$ cat src/pkg/scims_cfg.svh
// Purpose: Constants of the segment-driven two-wire master block.
// Assumes: APB with 32-bit data; each register index sits at 4 x index.
// Notes:   Register offsets are indices, not byte addresses.
//
// Overview of operation
// - Software reaches a one-byte transmit and a one-byte receive buffer.
// - Start, restart and stop requests clear themselves when done.
// - Load data, set send; device sends, clears request, sets tx done.
// - Receive request clocks one byte in, clears itself, sets rx done flag.
// - Status records whether the slave acknowledged the last sent byte.
// - Command done rising after start or stop raises an interrupt event.
// - A sent byte answered by not-acknowledge raises an interrupt event.
// - Transmit done flag rising raises an interrupt event.
// - Receive done flag rising raises an interrupt event.
// - Byte arriving with receive buffer full is lost; overrun interrupts.
// - Sending from an empty transmit buffer sets underrun and interrupts.
// - Interrupt reaches the processor only if block and top masks are set.
// - Mode field: 0 and 1 disable, 2 selects SPI, 3 selects two-wire mode.
// - Each data register write pushes the byte into the transmit buffer.
// - Each read of the data register pulls and removes the received byte.
// - Rate is 24 MHz over 2 times (linear plus one) times 2 to exponent.
// - Receive segment ends with acknowledge or not per the select bit.
`ifndef SCIMS_CFG_SVH
`define SCIMS_CFG_SVH

// ----------------------------------------------------------------------------
// Register indices and reset values
// ----------------------------------------------------------------------------
`define SCIMS_DATA_IDX 17'h0441e
`define SCIMS_MODE_IDX 17'h0442a
`define SCIMS_RLIN_IDX 17'h04430
`define SCIMS_REXP_IDX 17'h04432
`define SCIMS_CTRL1_IDX 17'h04438
`define SCIMS_CTRL2_IDX 17'h0443a
`define SCIMS_STAT_IDX 17'h0443c
`define SCIMS_IMASK_IDX 17'h0443e
`define SCIMS_REG_RESET 16'h0000

// ----------------------------------------------------------------------------
// Field positions and encodings
// ----------------------------------------------------------------------------
`define SCIMS_REQ_STOP 3
`define SCIMS_REQ_START 2
`define SCIMS_REQ_SEND 1
`define SCIMS_REQ_RECV_B 0
`define SCIMS_MODE_SPI 2'h2
`define SCIMS_MODE_I2C 2'h3
`define SCIMS_COND_LAST 5'h02
`define SCIMS_ACK_STEP 5'h0f
`define SCIMS_BYTE_LAST 5'h11
`define SCIMS_REF_MHZ 24

`endif

$ cat src/pkg/scims_pkg.sv
// Purpose: Types shared by the segment-driven two-wire master.
// Assumes: Constants come from scims_cfg.svh.
// Notes:   All state of each module is one packed struct.
package scims_pkg;

  // --------------------------------------------------------------------------
  // Segment engine states, Gray coded along idle-start-send-recv-stop
  // --------------------------------------------------------------------------
  typedef enum logic [2:0] {
    SCIMS_IDLE = 3'h0,
    SCIMS_START = 3'h1,
    SCIMS_SEND = 3'h3,
    SCIMS_RECV = 3'h2,
    SCIMS_STOP = 3'h6
  } scims_seg_t;

  // Request bits: [3] stop, [2] start, [1] send, [0] receive.
  typedef struct packed {
    scims_seg_t seg;
    logic [4:0] step;
    logic [7:0] shift;
    logic [1:0] mode;
    logic [3:0] lin;
    logic [3:0] expo;
    logic [3:0] req;
    logic ack_sel;
    logic [7:0] tx_byte;
    logic tx_full;
    logic [7:0] rx_byte;
    logic rx_full;
    logic cmd_done;
    logic tx_done;
    logic rx_done;
    logic nack;
    logic rx_ovf;
    logic tx_udr;
    logic [5:0] irq_mask;
    logic scl_low;
    logic sda_low;
    logic pin_lvl;
    logic pready;
    logic pslverr;
    logic [31:0] prdata;
    logic irq;
    logic [2:0] scl_sync;
    logic [2:0] sda_sync;
    logic [2:0] ref_sync;
    logic scl_lvl;
    logic sda_lvl;
    logic ref_lvl;
    logic ref_edge;
  } scims_state_t;

  typedef struct packed {
    logic [19:0] cnt;
    logic tick;
  } scims_div_t;

  // Byte address of a register index.
  function automatic logic [16:0] scims_adr(input logic [16:0] idx);
    return {idx[14:0], 2'b00};
  endfunction : scims_adr

endpackage : scims_pkg

$ cat src/rtl/scims_rate_div.sv
// Purpose: Half-bit tick generator from the 24 MHz reference edges.
// Assumes: ref_edge_in is a one-cycle pulse per reference rising edge.
// Notes:   Counter restarts whenever run_in is low.
`timescale 1ns/1ns
`include "scims_cfg.svh"
module scims_rate_div
  import scims_pkg::*;
(
  input wire logic clk_sys_in,
  input wire logic rst_n_in,
  input wire logic ref_edge_in,
  input wire logic run_in,
  input wire logic [3:0] lin_in,
  input wire logic [3:0] expo_in,
  output logic tick_out
);

  scims_div_t r_reg;
  scims_div_t r_next;
  logic [19:0] term;

  // ---------------------------------------------------------------------------
  // Divider
  // ---------------------------------------------------------------------------
  // Half period is (lin+1)*2^expo reference cycles, giving the full rate.
  assign term = 20'(({15'h0000, 5'(lin_in) + 5'h01} << expo_in) - 20'h00001);

  always_comb begin : div_next
    r_next = r_reg;
    r_next.tick = 1'b0;
    if (!run_in) begin
      r_next.cnt = 20'h00000;
    end else if (ref_edge_in) begin
      if (r_reg.cnt >= term) begin
        r_next.cnt = 20'h00000;
        r_next.tick = 1'b1;
      end else begin
        r_next.cnt = r_reg.cnt + 20'h00001;
      end
    end
  end

  // Registers the divider state.
  always_ff @(posedge clk_sys_in or negedge rst_n_in) begin : div_regs
    if (!rst_n_in) begin
      r_reg <= '0;
    end else begin
      r_reg <= r_next;
    end
  end

  assign tick_out = r_reg.tick;
endmodule : scims_rate_div

$ cat src/rtl/scims_top.sv
// Purpose: Segment-driven two-wire master with APB register access.
// Assumes: 100 MHz system clock; 24 MHz reference arrives as a pin.
// Notes:   SPI mode only selects away from two-wire; its engine is elsewhere.
`timescale 1ns/1ns
`include "scims_cfg.svh"
module scims_top
  import scims_pkg::*;
(
  input wire logic clk_sys_in,
  input wire logic rst_n_in,
  input wire logic psel_in,
  input wire logic penable_in,
  input wire logic pwrite_in,
  input wire logic [16:0] paddr_in,
  input wire logic [31:0] pwdata_in,
  output logic [31:0] prdata_out,
  output logic pready_out,
  output logic pslverr_out,
  input wire logic scl_in,
  output logic scl_out,
  output logic scl_oe_out,
  input wire logic sda_in,
  output logic sda_out,
  output logic sda_oe_out,
  input wire logic ref_clk_24_in,
  input wire logic top_irq_en_in,
  output logic irq_event_out
);

  scims_state_t r_reg;
  scims_state_t r_next;
  logic tick;
  logic acc;
  logic xfer;
  logic rd_xfer;
  logic wr_xfer;
  logic i2c_on;
  logic fin_send;
  logic fin_recv;
  logic fin_cond;
  logic launch;

  // ---------------------------------------------------------------------------
  // Shared strobes
  // ---------------------------------------------------------------------------
  // A transfer completes on the edge where the registered ready is seen.
  assign acc = psel_in & penable_in;
  assign xfer = acc & r_reg.pready;
  assign rd_xfer = xfer & ~pwrite_in;
  assign wr_xfer = xfer & pwrite_in;
  assign i2c_on = r_reg.mode == `SCIMS_MODE_I2C;
  assign launch = i2c_on && r_reg.seg == SCIMS_IDLE && r_reg.req != 4'h0;
  assign fin_cond = tick && r_reg.step == `SCIMS_COND_LAST &&
    (r_reg.seg == SCIMS_START || r_reg.seg == SCIMS_STOP);
  assign fin_send = tick && r_reg.seg == SCIMS_SEND &&
    r_reg.step == `SCIMS_BYTE_LAST;
  assign fin_recv = tick && r_reg.seg == SCIMS_RECV &&
    r_reg.step == `SCIMS_BYTE_LAST;

  // Bit timing; it only runs while a segment is on the bus.
  scims_rate_div u_div (
    .clk_sys_in(clk_sys_in),
    .rst_n_in(rst_n_in),
    .ref_edge_in(r_reg.ref_edge),
    .run_in(r_reg.seg != SCIMS_IDLE),
    .lin_in(r_reg.lin),
    .expo_in(r_reg.expo),
    .tick_out(tick)
  );

  // ---------------------------------------------------------------------------
  // Next-state logic
  // ---------------------------------------------------------------------------
  // Order matters: software clears come first so hardware sets win.
  always_comb begin : next_state
    logic [31:0] rdata;
    logic [7:0] sel;
    logic [5:0] ev;
    logic [7:0] sh;
    rdata = 32'h00000000;
    sel = 8'h00;
    ev = 6'h00;
    sh = {r_reg.shift[6:0], r_reg.sda_lvl};
    r_next = r_reg;
    r_next.pready = 1'b0;
    r_next.pslverr = 1'b0;
    r_next.ref_edge = 1'b0;
    r_next.pin_lvl = 1'b0;

    // Pins pass three flops; a level counts once stages two and three agree.
    r_next.scl_sync = {r_reg.scl_sync[1:0], scl_in};
    r_next.sda_sync = {r_reg.sda_sync[1:0], sda_in};
    r_next.ref_sync = {r_reg.ref_sync[1:0], ref_clk_24_in};
    if (r_reg.scl_sync[2] == r_reg.scl_sync[1]) begin
      r_next.scl_lvl = r_reg.scl_sync[2];
    end
    if (r_reg.sda_sync[2] == r_reg.sda_sync[1]) begin
      r_next.sda_lvl = r_reg.sda_sync[2];
    end
    if (r_reg.ref_sync[2] == r_reg.ref_sync[1]) begin
      r_next.ref_lvl = r_reg.ref_sync[2];
      r_next.ref_edge = r_reg.ref_sync[2] & ~r_reg.ref_lvl;
    end

    // Address decode; unmapped addresses answer with an error.
    if (paddr_in == scims_adr(`SCIMS_DATA_IDX)) begin
      sel[0] = 1'b1;
      rdata = {24'h000000, r_reg.rx_byte};
    end else if (paddr_in == scims_adr(`SCIMS_MODE_IDX)) begin
      sel[1] = 1'b1;
      rdata = {30'h00000000, r_reg.mode};
    end else if (paddr_in == scims_adr(`SCIMS_RLIN_IDX)) begin
      sel[2] = 1'b1;
      rdata = {28'h0000000, r_reg.lin};
    end else if (paddr_in == scims_adr(`SCIMS_REXP_IDX)) begin
      sel[3] = 1'b1;
      rdata = {28'h0000000, r_reg.expo};
    end else if (paddr_in == scims_adr(`SCIMS_CTRL1_IDX)) begin
      sel[4] = 1'b1;
      rdata = {28'h0000000, r_reg.req};
    end else if (paddr_in == scims_adr(`SCIMS_CTRL2_IDX)) begin
      sel[5] = 1'b1;
      rdata = {31'h00000000, r_reg.ack_sel};
    end else if (paddr_in == scims_adr(`SCIMS_STAT_IDX)) begin
      sel[6] = 1'b1;
      rdata = {23'h000000, r_reg.seg != SCIMS_IDLE, r_reg.tx_full,
        r_reg.rx_full, r_reg.tx_udr, r_reg.rx_ovf, r_reg.nack,
        r_reg.rx_done, r_reg.tx_done, r_reg.cmd_done};
    end else if (paddr_in == scims_adr(`SCIMS_IMASK_IDX)) begin
      sel[7] = 1'b1;
      rdata = {26'h0000000, r_reg.irq_mask};
    end

    // One wait state: ready and read data rise together, one cycle in.
    if (acc && !r_reg.pready) begin
      r_next.pready = 1'b1;
      r_next.prdata = rdata;
      r_next.pslverr = ~|sel;
    end

    // Register writes take effect only on the completing edge.
    if (wr_xfer) begin
      if (sel[0]) begin
        r_next.tx_byte = pwdata_in[7:0];
        r_next.tx_full = 1'b1;
      end
      if (sel[1]) begin
        r_next.mode = pwdata_in[1:0];
      end
      if (sel[2]) begin
        r_next.lin = pwdata_in[3:0];
      end
      if (sel[3]) begin
        r_next.expo = pwdata_in[3:0];
      end
      if (sel[4] && r_reg.req == 4'h0) begin
        r_next.req = pwdata_in[3:0];
      end
      if (sel[5]) begin
        r_next.ack_sel = pwdata_in[0];
      end
      if (sel[6]) begin
        r_next.cmd_done = r_reg.cmd_done & ~pwdata_in[0];
        r_next.tx_done = r_reg.tx_done & ~pwdata_in[1];
        r_next.rx_done = r_reg.rx_done & ~pwdata_in[2];
        r_next.nack = r_reg.nack & ~pwdata_in[3];
        r_next.rx_ovf = r_reg.rx_ovf & ~pwdata_in[4];
        r_next.tx_udr = r_reg.tx_udr & ~pwdata_in[5];
      end
      if (sel[7]) begin
        r_next.irq_mask = pwdata_in[5:0];
      end
    end
    if (rd_xfer && sel[0]) begin
      r_next.rx_full = 1'b0;
    end

    // Segment engine. Outside two-wire mode the pins are released.
    if (!i2c_on) begin
      r_next.seg = SCIMS_IDLE;
      r_next.req = 4'h0;
      r_next.scl_low = 1'b0;
      r_next.sda_low = 1'b0;
    end else begin
      case (r_reg.seg)
        SCIMS_IDLE: begin
          r_next.step = 5'h00;
          if (r_reg.req[`SCIMS_REQ_START] &&
            r_reg.req[`SCIMS_REQ_SEND]) begin
            r_next.req = 4'h0;
          end else if (r_reg.req[`SCIMS_REQ_START]) begin
            r_next.seg = SCIMS_START;
            r_next.cmd_done = 1'b0;
            r_next.scl_low = 1'b1;
            r_next.sda_low = 1'b0;
          end else if (r_reg.req[`SCIMS_REQ_SEND]) begin
            r_next.seg = SCIMS_SEND;
            r_next.tx_done = 1'b0;
            r_next.shift = r_reg.tx_byte;
            r_next.tx_full = 1'b0;
            r_next.scl_low = 1'b1;
            r_next.sda_low = ~r_reg.tx_byte[7];
            if (!r_reg.tx_full) begin
              r_next.tx_udr = 1'b1;
              ev[5] = 1'b1;
            end
          end else if (r_reg.req[`SCIMS_REQ_RECV_B]) begin
            r_next.seg = SCIMS_RECV;
            r_next.rx_done = 1'b0;
            r_next.scl_low = 1'b1;
            r_next.sda_low = 1'b0;
          end else if (r_reg.req[`SCIMS_REQ_STOP]) begin
            r_next.seg = SCIMS_STOP;
            r_next.cmd_done = 1'b0;
            r_next.scl_low = 1'b1;
            r_next.sda_low = 1'b1;
          end
        end
        SCIMS_START, SCIMS_STOP: begin
          if (tick) begin
            r_next.step = r_reg.step + 5'h01;
            if (r_reg.step == 5'h00) begin
              r_next.scl_low = 1'b0;
            end else if (r_reg.step == 5'h01) begin
              // Data moves while the clock is high: start pulls, stop frees.
              r_next.sda_low = r_reg.seg == SCIMS_START;
            end else begin
              r_next.seg = SCIMS_IDLE;
              r_next.cmd_done = 1'b1;
              if (r_reg.seg == SCIMS_START) begin
                r_next.scl_low = 1'b1;
                r_next.req[`SCIMS_REQ_START] = 1'b0;
              end else begin
                r_next.req[`SCIMS_REQ_STOP] = 1'b0;
              end
            end
          end
        end
        default: begin
          // Even steps hold the clock low, odd steps hold it high.
          if (tick) begin
            r_next.step = r_reg.step + 5'h01;
            if (!r_reg.step[0]) begin
              r_next.scl_low = 1'b0;
            end else if (r_reg.step != `SCIMS_BYTE_LAST) begin
              r_next.scl_low = 1'b1;
              r_next.shift = sh;
              if (r_reg.step == `SCIMS_ACK_STEP) begin
                r_next.sda_low = (r_reg.seg == SCIMS_RECV) &
                  r_reg.ack_sel;
              end else begin
                r_next.sda_low = (r_reg.seg == SCIMS_SEND) & ~sh[7];
              end
            end else begin
              r_next.seg = SCIMS_IDLE;
              r_next.scl_low = 1'b1;
              r_next.sda_low = 1'b0;
              if (r_reg.seg == SCIMS_SEND) begin
                r_next.req[`SCIMS_REQ_SEND] = 1'b0;
                r_next.tx_done = 1'b1;
                r_next.nack = r_reg.sda_lvl;
                ev[1] = r_reg.sda_lvl;
              end else begin
                r_next.req[`SCIMS_REQ_RECV_B] = 1'b0;
                r_next.rx_done = 1'b1;
                if (r_next.rx_full) begin
                  r_next.rx_ovf = 1'b1;
                  ev[4] = 1'b1;
                end else begin
                  r_next.rx_byte = r_reg.shift;
                  r_next.rx_full = 1'b1;
                end
              end
            end
          end
        end
      endcase
    end

    // Done flags interrupt on their rising edge; both masks must agree.
    ev[0] = r_next.cmd_done & ~r_reg.cmd_done;
    ev[2] = r_next.tx_done & ~r_reg.tx_done;
    ev[3] = r_next.rx_done & ~r_reg.rx_done;
    r_next.irq = top_irq_en_in & |(ev & r_reg.irq_mask);
  end

  // Registers the whole block state.
  always_ff @(posedge clk_sys_in or negedge rst_n_in) begin : state_regs
    if (!rst_n_in) begin
      r_reg <= '0;
    end else begin
      r_reg <= r_next;
    end
  end

  // ---------------------------------------------------------------------------
  // Outputs, all from flops
  // ---------------------------------------------------------------------------
  assign prdata_out = r_reg.prdata;
  assign pready_out = r_reg.pready;
  assign pslverr_out = r_reg.pslverr;
  assign scl_out = r_reg.pin_lvl;
  assign scl_oe_out = r_reg.scl_low;
  assign sda_out = r_reg.pin_lvl;
  assign sda_oe_out = r_reg.sda_low;
  assign irq_event_out = r_reg.irq;
endmodule : scims_top

$ cat config.mk
export PLATFORM = sky130hd
export DESIGN_NAME = scims_top
export DESIGN_NICKNAME = d
export VERILOG_FILES = /design/src/pkg/scims_pkg.sv /design/src/rtl/scims_rate_div.sv /design/src/rtl/scims_top.sv
export VERILOG_INCLUDE_DIRS = /design/src /design/src/pkg
export SDC_FILE = /design/constraint.sdc
export NUM_CORES = 1
export LEC_CHECK = 0
export ABC_AREA = 1
export BUFFER_PORTS_ARGS = -buffer_cell sky130_fd_sc_hd__buf_2
export CELL_PAD_IN_SITES_DETAIL_PLACEMENT = 0
export CELL_PAD_IN_SITES_GLOBAL_PLACEMENT = 1
export CORE_AREA = 2 2 167 120
export CTS_CLUSTER_SIZE = 30
export DETAILED_ROUTE_END_ITERATION = 16
export DIE_AREA = 0 0 169 122
export PLACE_DENSITY = 0.88
export SYNTH_ARGS = -nofsm -noshare
export SYNTH_HDL_FRONTEND = slang
export SYNTH_SLANG_ARGS = --single-unit
$ cat constraint.sdc
create_clock -name clk_sys_in -period 3.7 [get_ports clk_sys_in]
set_clock_uncertainty 0.05 [all_clocks]
set_input_delay 0.555 -clock clk_sys_in [delete_from_list [all_inputs] [get_ports clk_sys_in]]
set_output_delay 0.555 -clock clk_sys_in [all_outputs]
set_load 0.02 [all_outputs]
==> flow_summary.toml <==
[final_layout]
design_area_mm2 = 0.00827
area_growth_pct = 15.9
layout-drive-gt1-share_pct = 15.8
fillers = 2010
fin_nets = 1155
largest_reg_flops = 58
stdcell_count = 1322
n_antenna_cell = 0

[synth]
netlist_top_cells_area = "dfrtp_1 (37%), nand2_1 (12%), inv_1 (7.2%), o21ai_0 (6.8%), nand3_1 (5.1%)"
yosysTopAreaCell = "dfrtp_1"
post_synth_instance_area_mm2 = 0.00713
synth_warnings = 0
synth_top_area_share_pct = 36.8
synth_common_cells = "nand2_1 (233), inv_1 (136), dfrtp_1 (105), o21ai_0 (97), nor2_1 (95)"
synthArstFlopShare_pct = 100
synth_cell_types = 49
synth_cells = 1001
ys_ff_latch = 105
syn_area_per_cell_um2 = 7.12
synth_most_common_cell = "nand2_1"
synth-seq-area-share_pct = 36.8
synth_ff_type = "dfrtp_1"
synth-edff-count = 0

[die]
io_pins = 97
fp-row-count = 43
start_util_pct = 37.0
fp.dieH_um = 122
coreArea_mm2 = 0.0193
die_width_um = 169
die_area_mm2 = 0.0206

[clock_network]
hold_buffers = 0
cts_root_buf = "clkbuf_16"
clock-sinks = 105
path_clk_slew_ns = 0.08
cts_tree = "yes"
clkLatencyLatePin_ns = 0.36
cts_max_level = 3
numCtsBuffers = 9
cts_buffer_depth = 2

[pwr]
p_per_area_mw_per_mm2 = 280
p_leak_nw = 3.97
ir_worst_vdd_mv = 0.234

[routing]
wirelength_mm = 18.3
wl_per_cell_um = 13.8
remaining_drc_errors = 0
drtIter0Drc = 608
first_pass_iters = 6
drtAntennaViolNets = 0
dr_total_vias = 6720
avgViaCountPerCell = 5.08

[placement]
io_buffer_count = 46
dp.cells = 1302
hpwl_mm = 14.0
post_dp_cell_area_mm2 = 0.00771
gp_congestion = 0.846

[run_status]
outcome = "complete, no violations"

[timing]
fmax_mhz = 282
maxSlewViolCount = 0
min_period_over_period_pct = 95.8
final_hold_viol_count = 0
fin_tns_setup_ns = 0
finalSetupViolations = 0
rsz0062_at_grt = "true"
worst_pin_slew_ns = 0.938
fin_crit_ns = 3.54
slew_headroom_pct = 37.0

[min_path]
hp-class = "in2reg"

[critical_path]
cp_max_fo = 8
worst-endpoint-arrival_ns = 3.77
end_kind = "flip-flop"
crit_buf_inv = 7
path_class = "reg2reg"
required_ns = 3.92
startpoint_type = "flip-flop"
slowest_stage = "dfrtp_1"
crit_family = "simple AND/OR/NAND/NOR gates"
cp_slowest_stage_delay_ns = 0.39

[global_routing]
grt_pass1_wl_mm = 31.0
grt_max_degree = 71
grt_usage_pct = 18.7
antenna_found_initial = 0
gr-total-overflow = 0
first_global_vias = 6102

[run]
maxCapViolations = 0
==> cells by family after synthesis <==
family,share of synthesized area (%)
buffers and inverters,12.3
xor gates and xnor gates,1.35
adders and majority gates,5.02
AOI/OAI and AO/OA,15.0
and+or+nand+nor,29.5
other,0.0526
DFF,36.8
==> repair_timing <==
| action | 4_1_cts | 5_1_grt |
|---|---|---|
| pin swaps | 0 | 14 |
| gates resized for setup | 1 | 57 |
| setup buffers | 0 | 4 |
| endpoints found under the setup margin | 1 | 21 |
==> routing by layer <==
layer	vias to the layer above	share of wire (%)	global-route usage, %	wire (µm)
met1	3149	53	29.2	9770
met4	0	0.78	3.21	142
met3	13	4.8	3.61	883
met5	-	0	0	0
li1	3406	-	-	-
met2	152	41	26.8	7510
==> layout make-up <==
class	count	area [µm²]	share of cell area, %
Clock inverter	7	93.8	1.13
Tap cell	247	309	3.74
Sequential cell	105	2630	31.8
Multi-Input combinational cell	725	3920	47.5
Inverter	143	537	6.49
Clock buffer	9	225	2.72
Timing Repair Buffer	86	553	6.69
==> path summary, 6_finish.rpt <==
kind / start / to / slack, ns / cells after the start
worst min register to register: r_next[8] / r_next[9] / 0.30 / 0
worst max register to register: r_reg[91] / u_div.r_reg[20] / 0.16 / 26
worst max-delay path: r_reg[91] / u_div.r_reg[20] / 0.16 / 26
min in group asynchronous: rst_n_in / r_next[5] / 0.26 / 1
worst min-delay path: sda_in / r_next[8] / 0.24 / 1
max in group asynchronous: rst_n_in / u_div.r_reg[20] / 2.54 / 2
==> power by group <==
group / internal [W] / switching [W] / leakage (nW)
clock: 0.000489 / 0.000506 / 0.153
sequential: 0.00117 / 0.0000116 / 1.36
combinational: 0.0000382 / 0.000102 / 2.46
total: 0.00169 / 0.000620 / 3.97
==> through the flow <==
stage	total power (W)	hold WS [ns]	worst slack (ns)	util, %
6_report	0.00231	0.239	0.156	42.9
5_1_grt	0.00240	0.231	-0.0716	42.9
4_1_cts	0.00234	0.232	0.0409	41.7
3_5_place_dp	0.00134	0.286	0.0261	40.0
3_3_place_gp	0.00134	0.282	0.114	40.0
2_1_floorplan	0.00131	0.209	0.244	-
==> cell usage in the layout (no fill, tap or decap), types with 3 or more instances in the layout <==
cell type  synthesis  final
nand3_1           73     65
nor2_4             1      7
o22ai_1            5      5
nand2_1          233    224
o21ai_1            3     10
buf_2              5     45
ha_1              27     25
o31ai_1            9      7
xnor2_1            5      5
a21oi_1           42     40
a31oi_1            3      3
conb_1             1     25
nand2_2            4     13
o21ai_0           97     90
nor3_1            14     13
nor2_1            95     84
dfrtp_1          105    105
o211ai_1           8      8
nand3b_1           5      5
nand4_1           31     31
clkbuf_16          0      9
a221oi_1           6      6
buf_4             34     38
nand3_2            5     12
inv_2              5      7
inv_1            136    134
nor2_2             5     10
clkinv_8           0      4
xor2_1             6      5
Note: power is estimated with default switching activity, not from simulation.
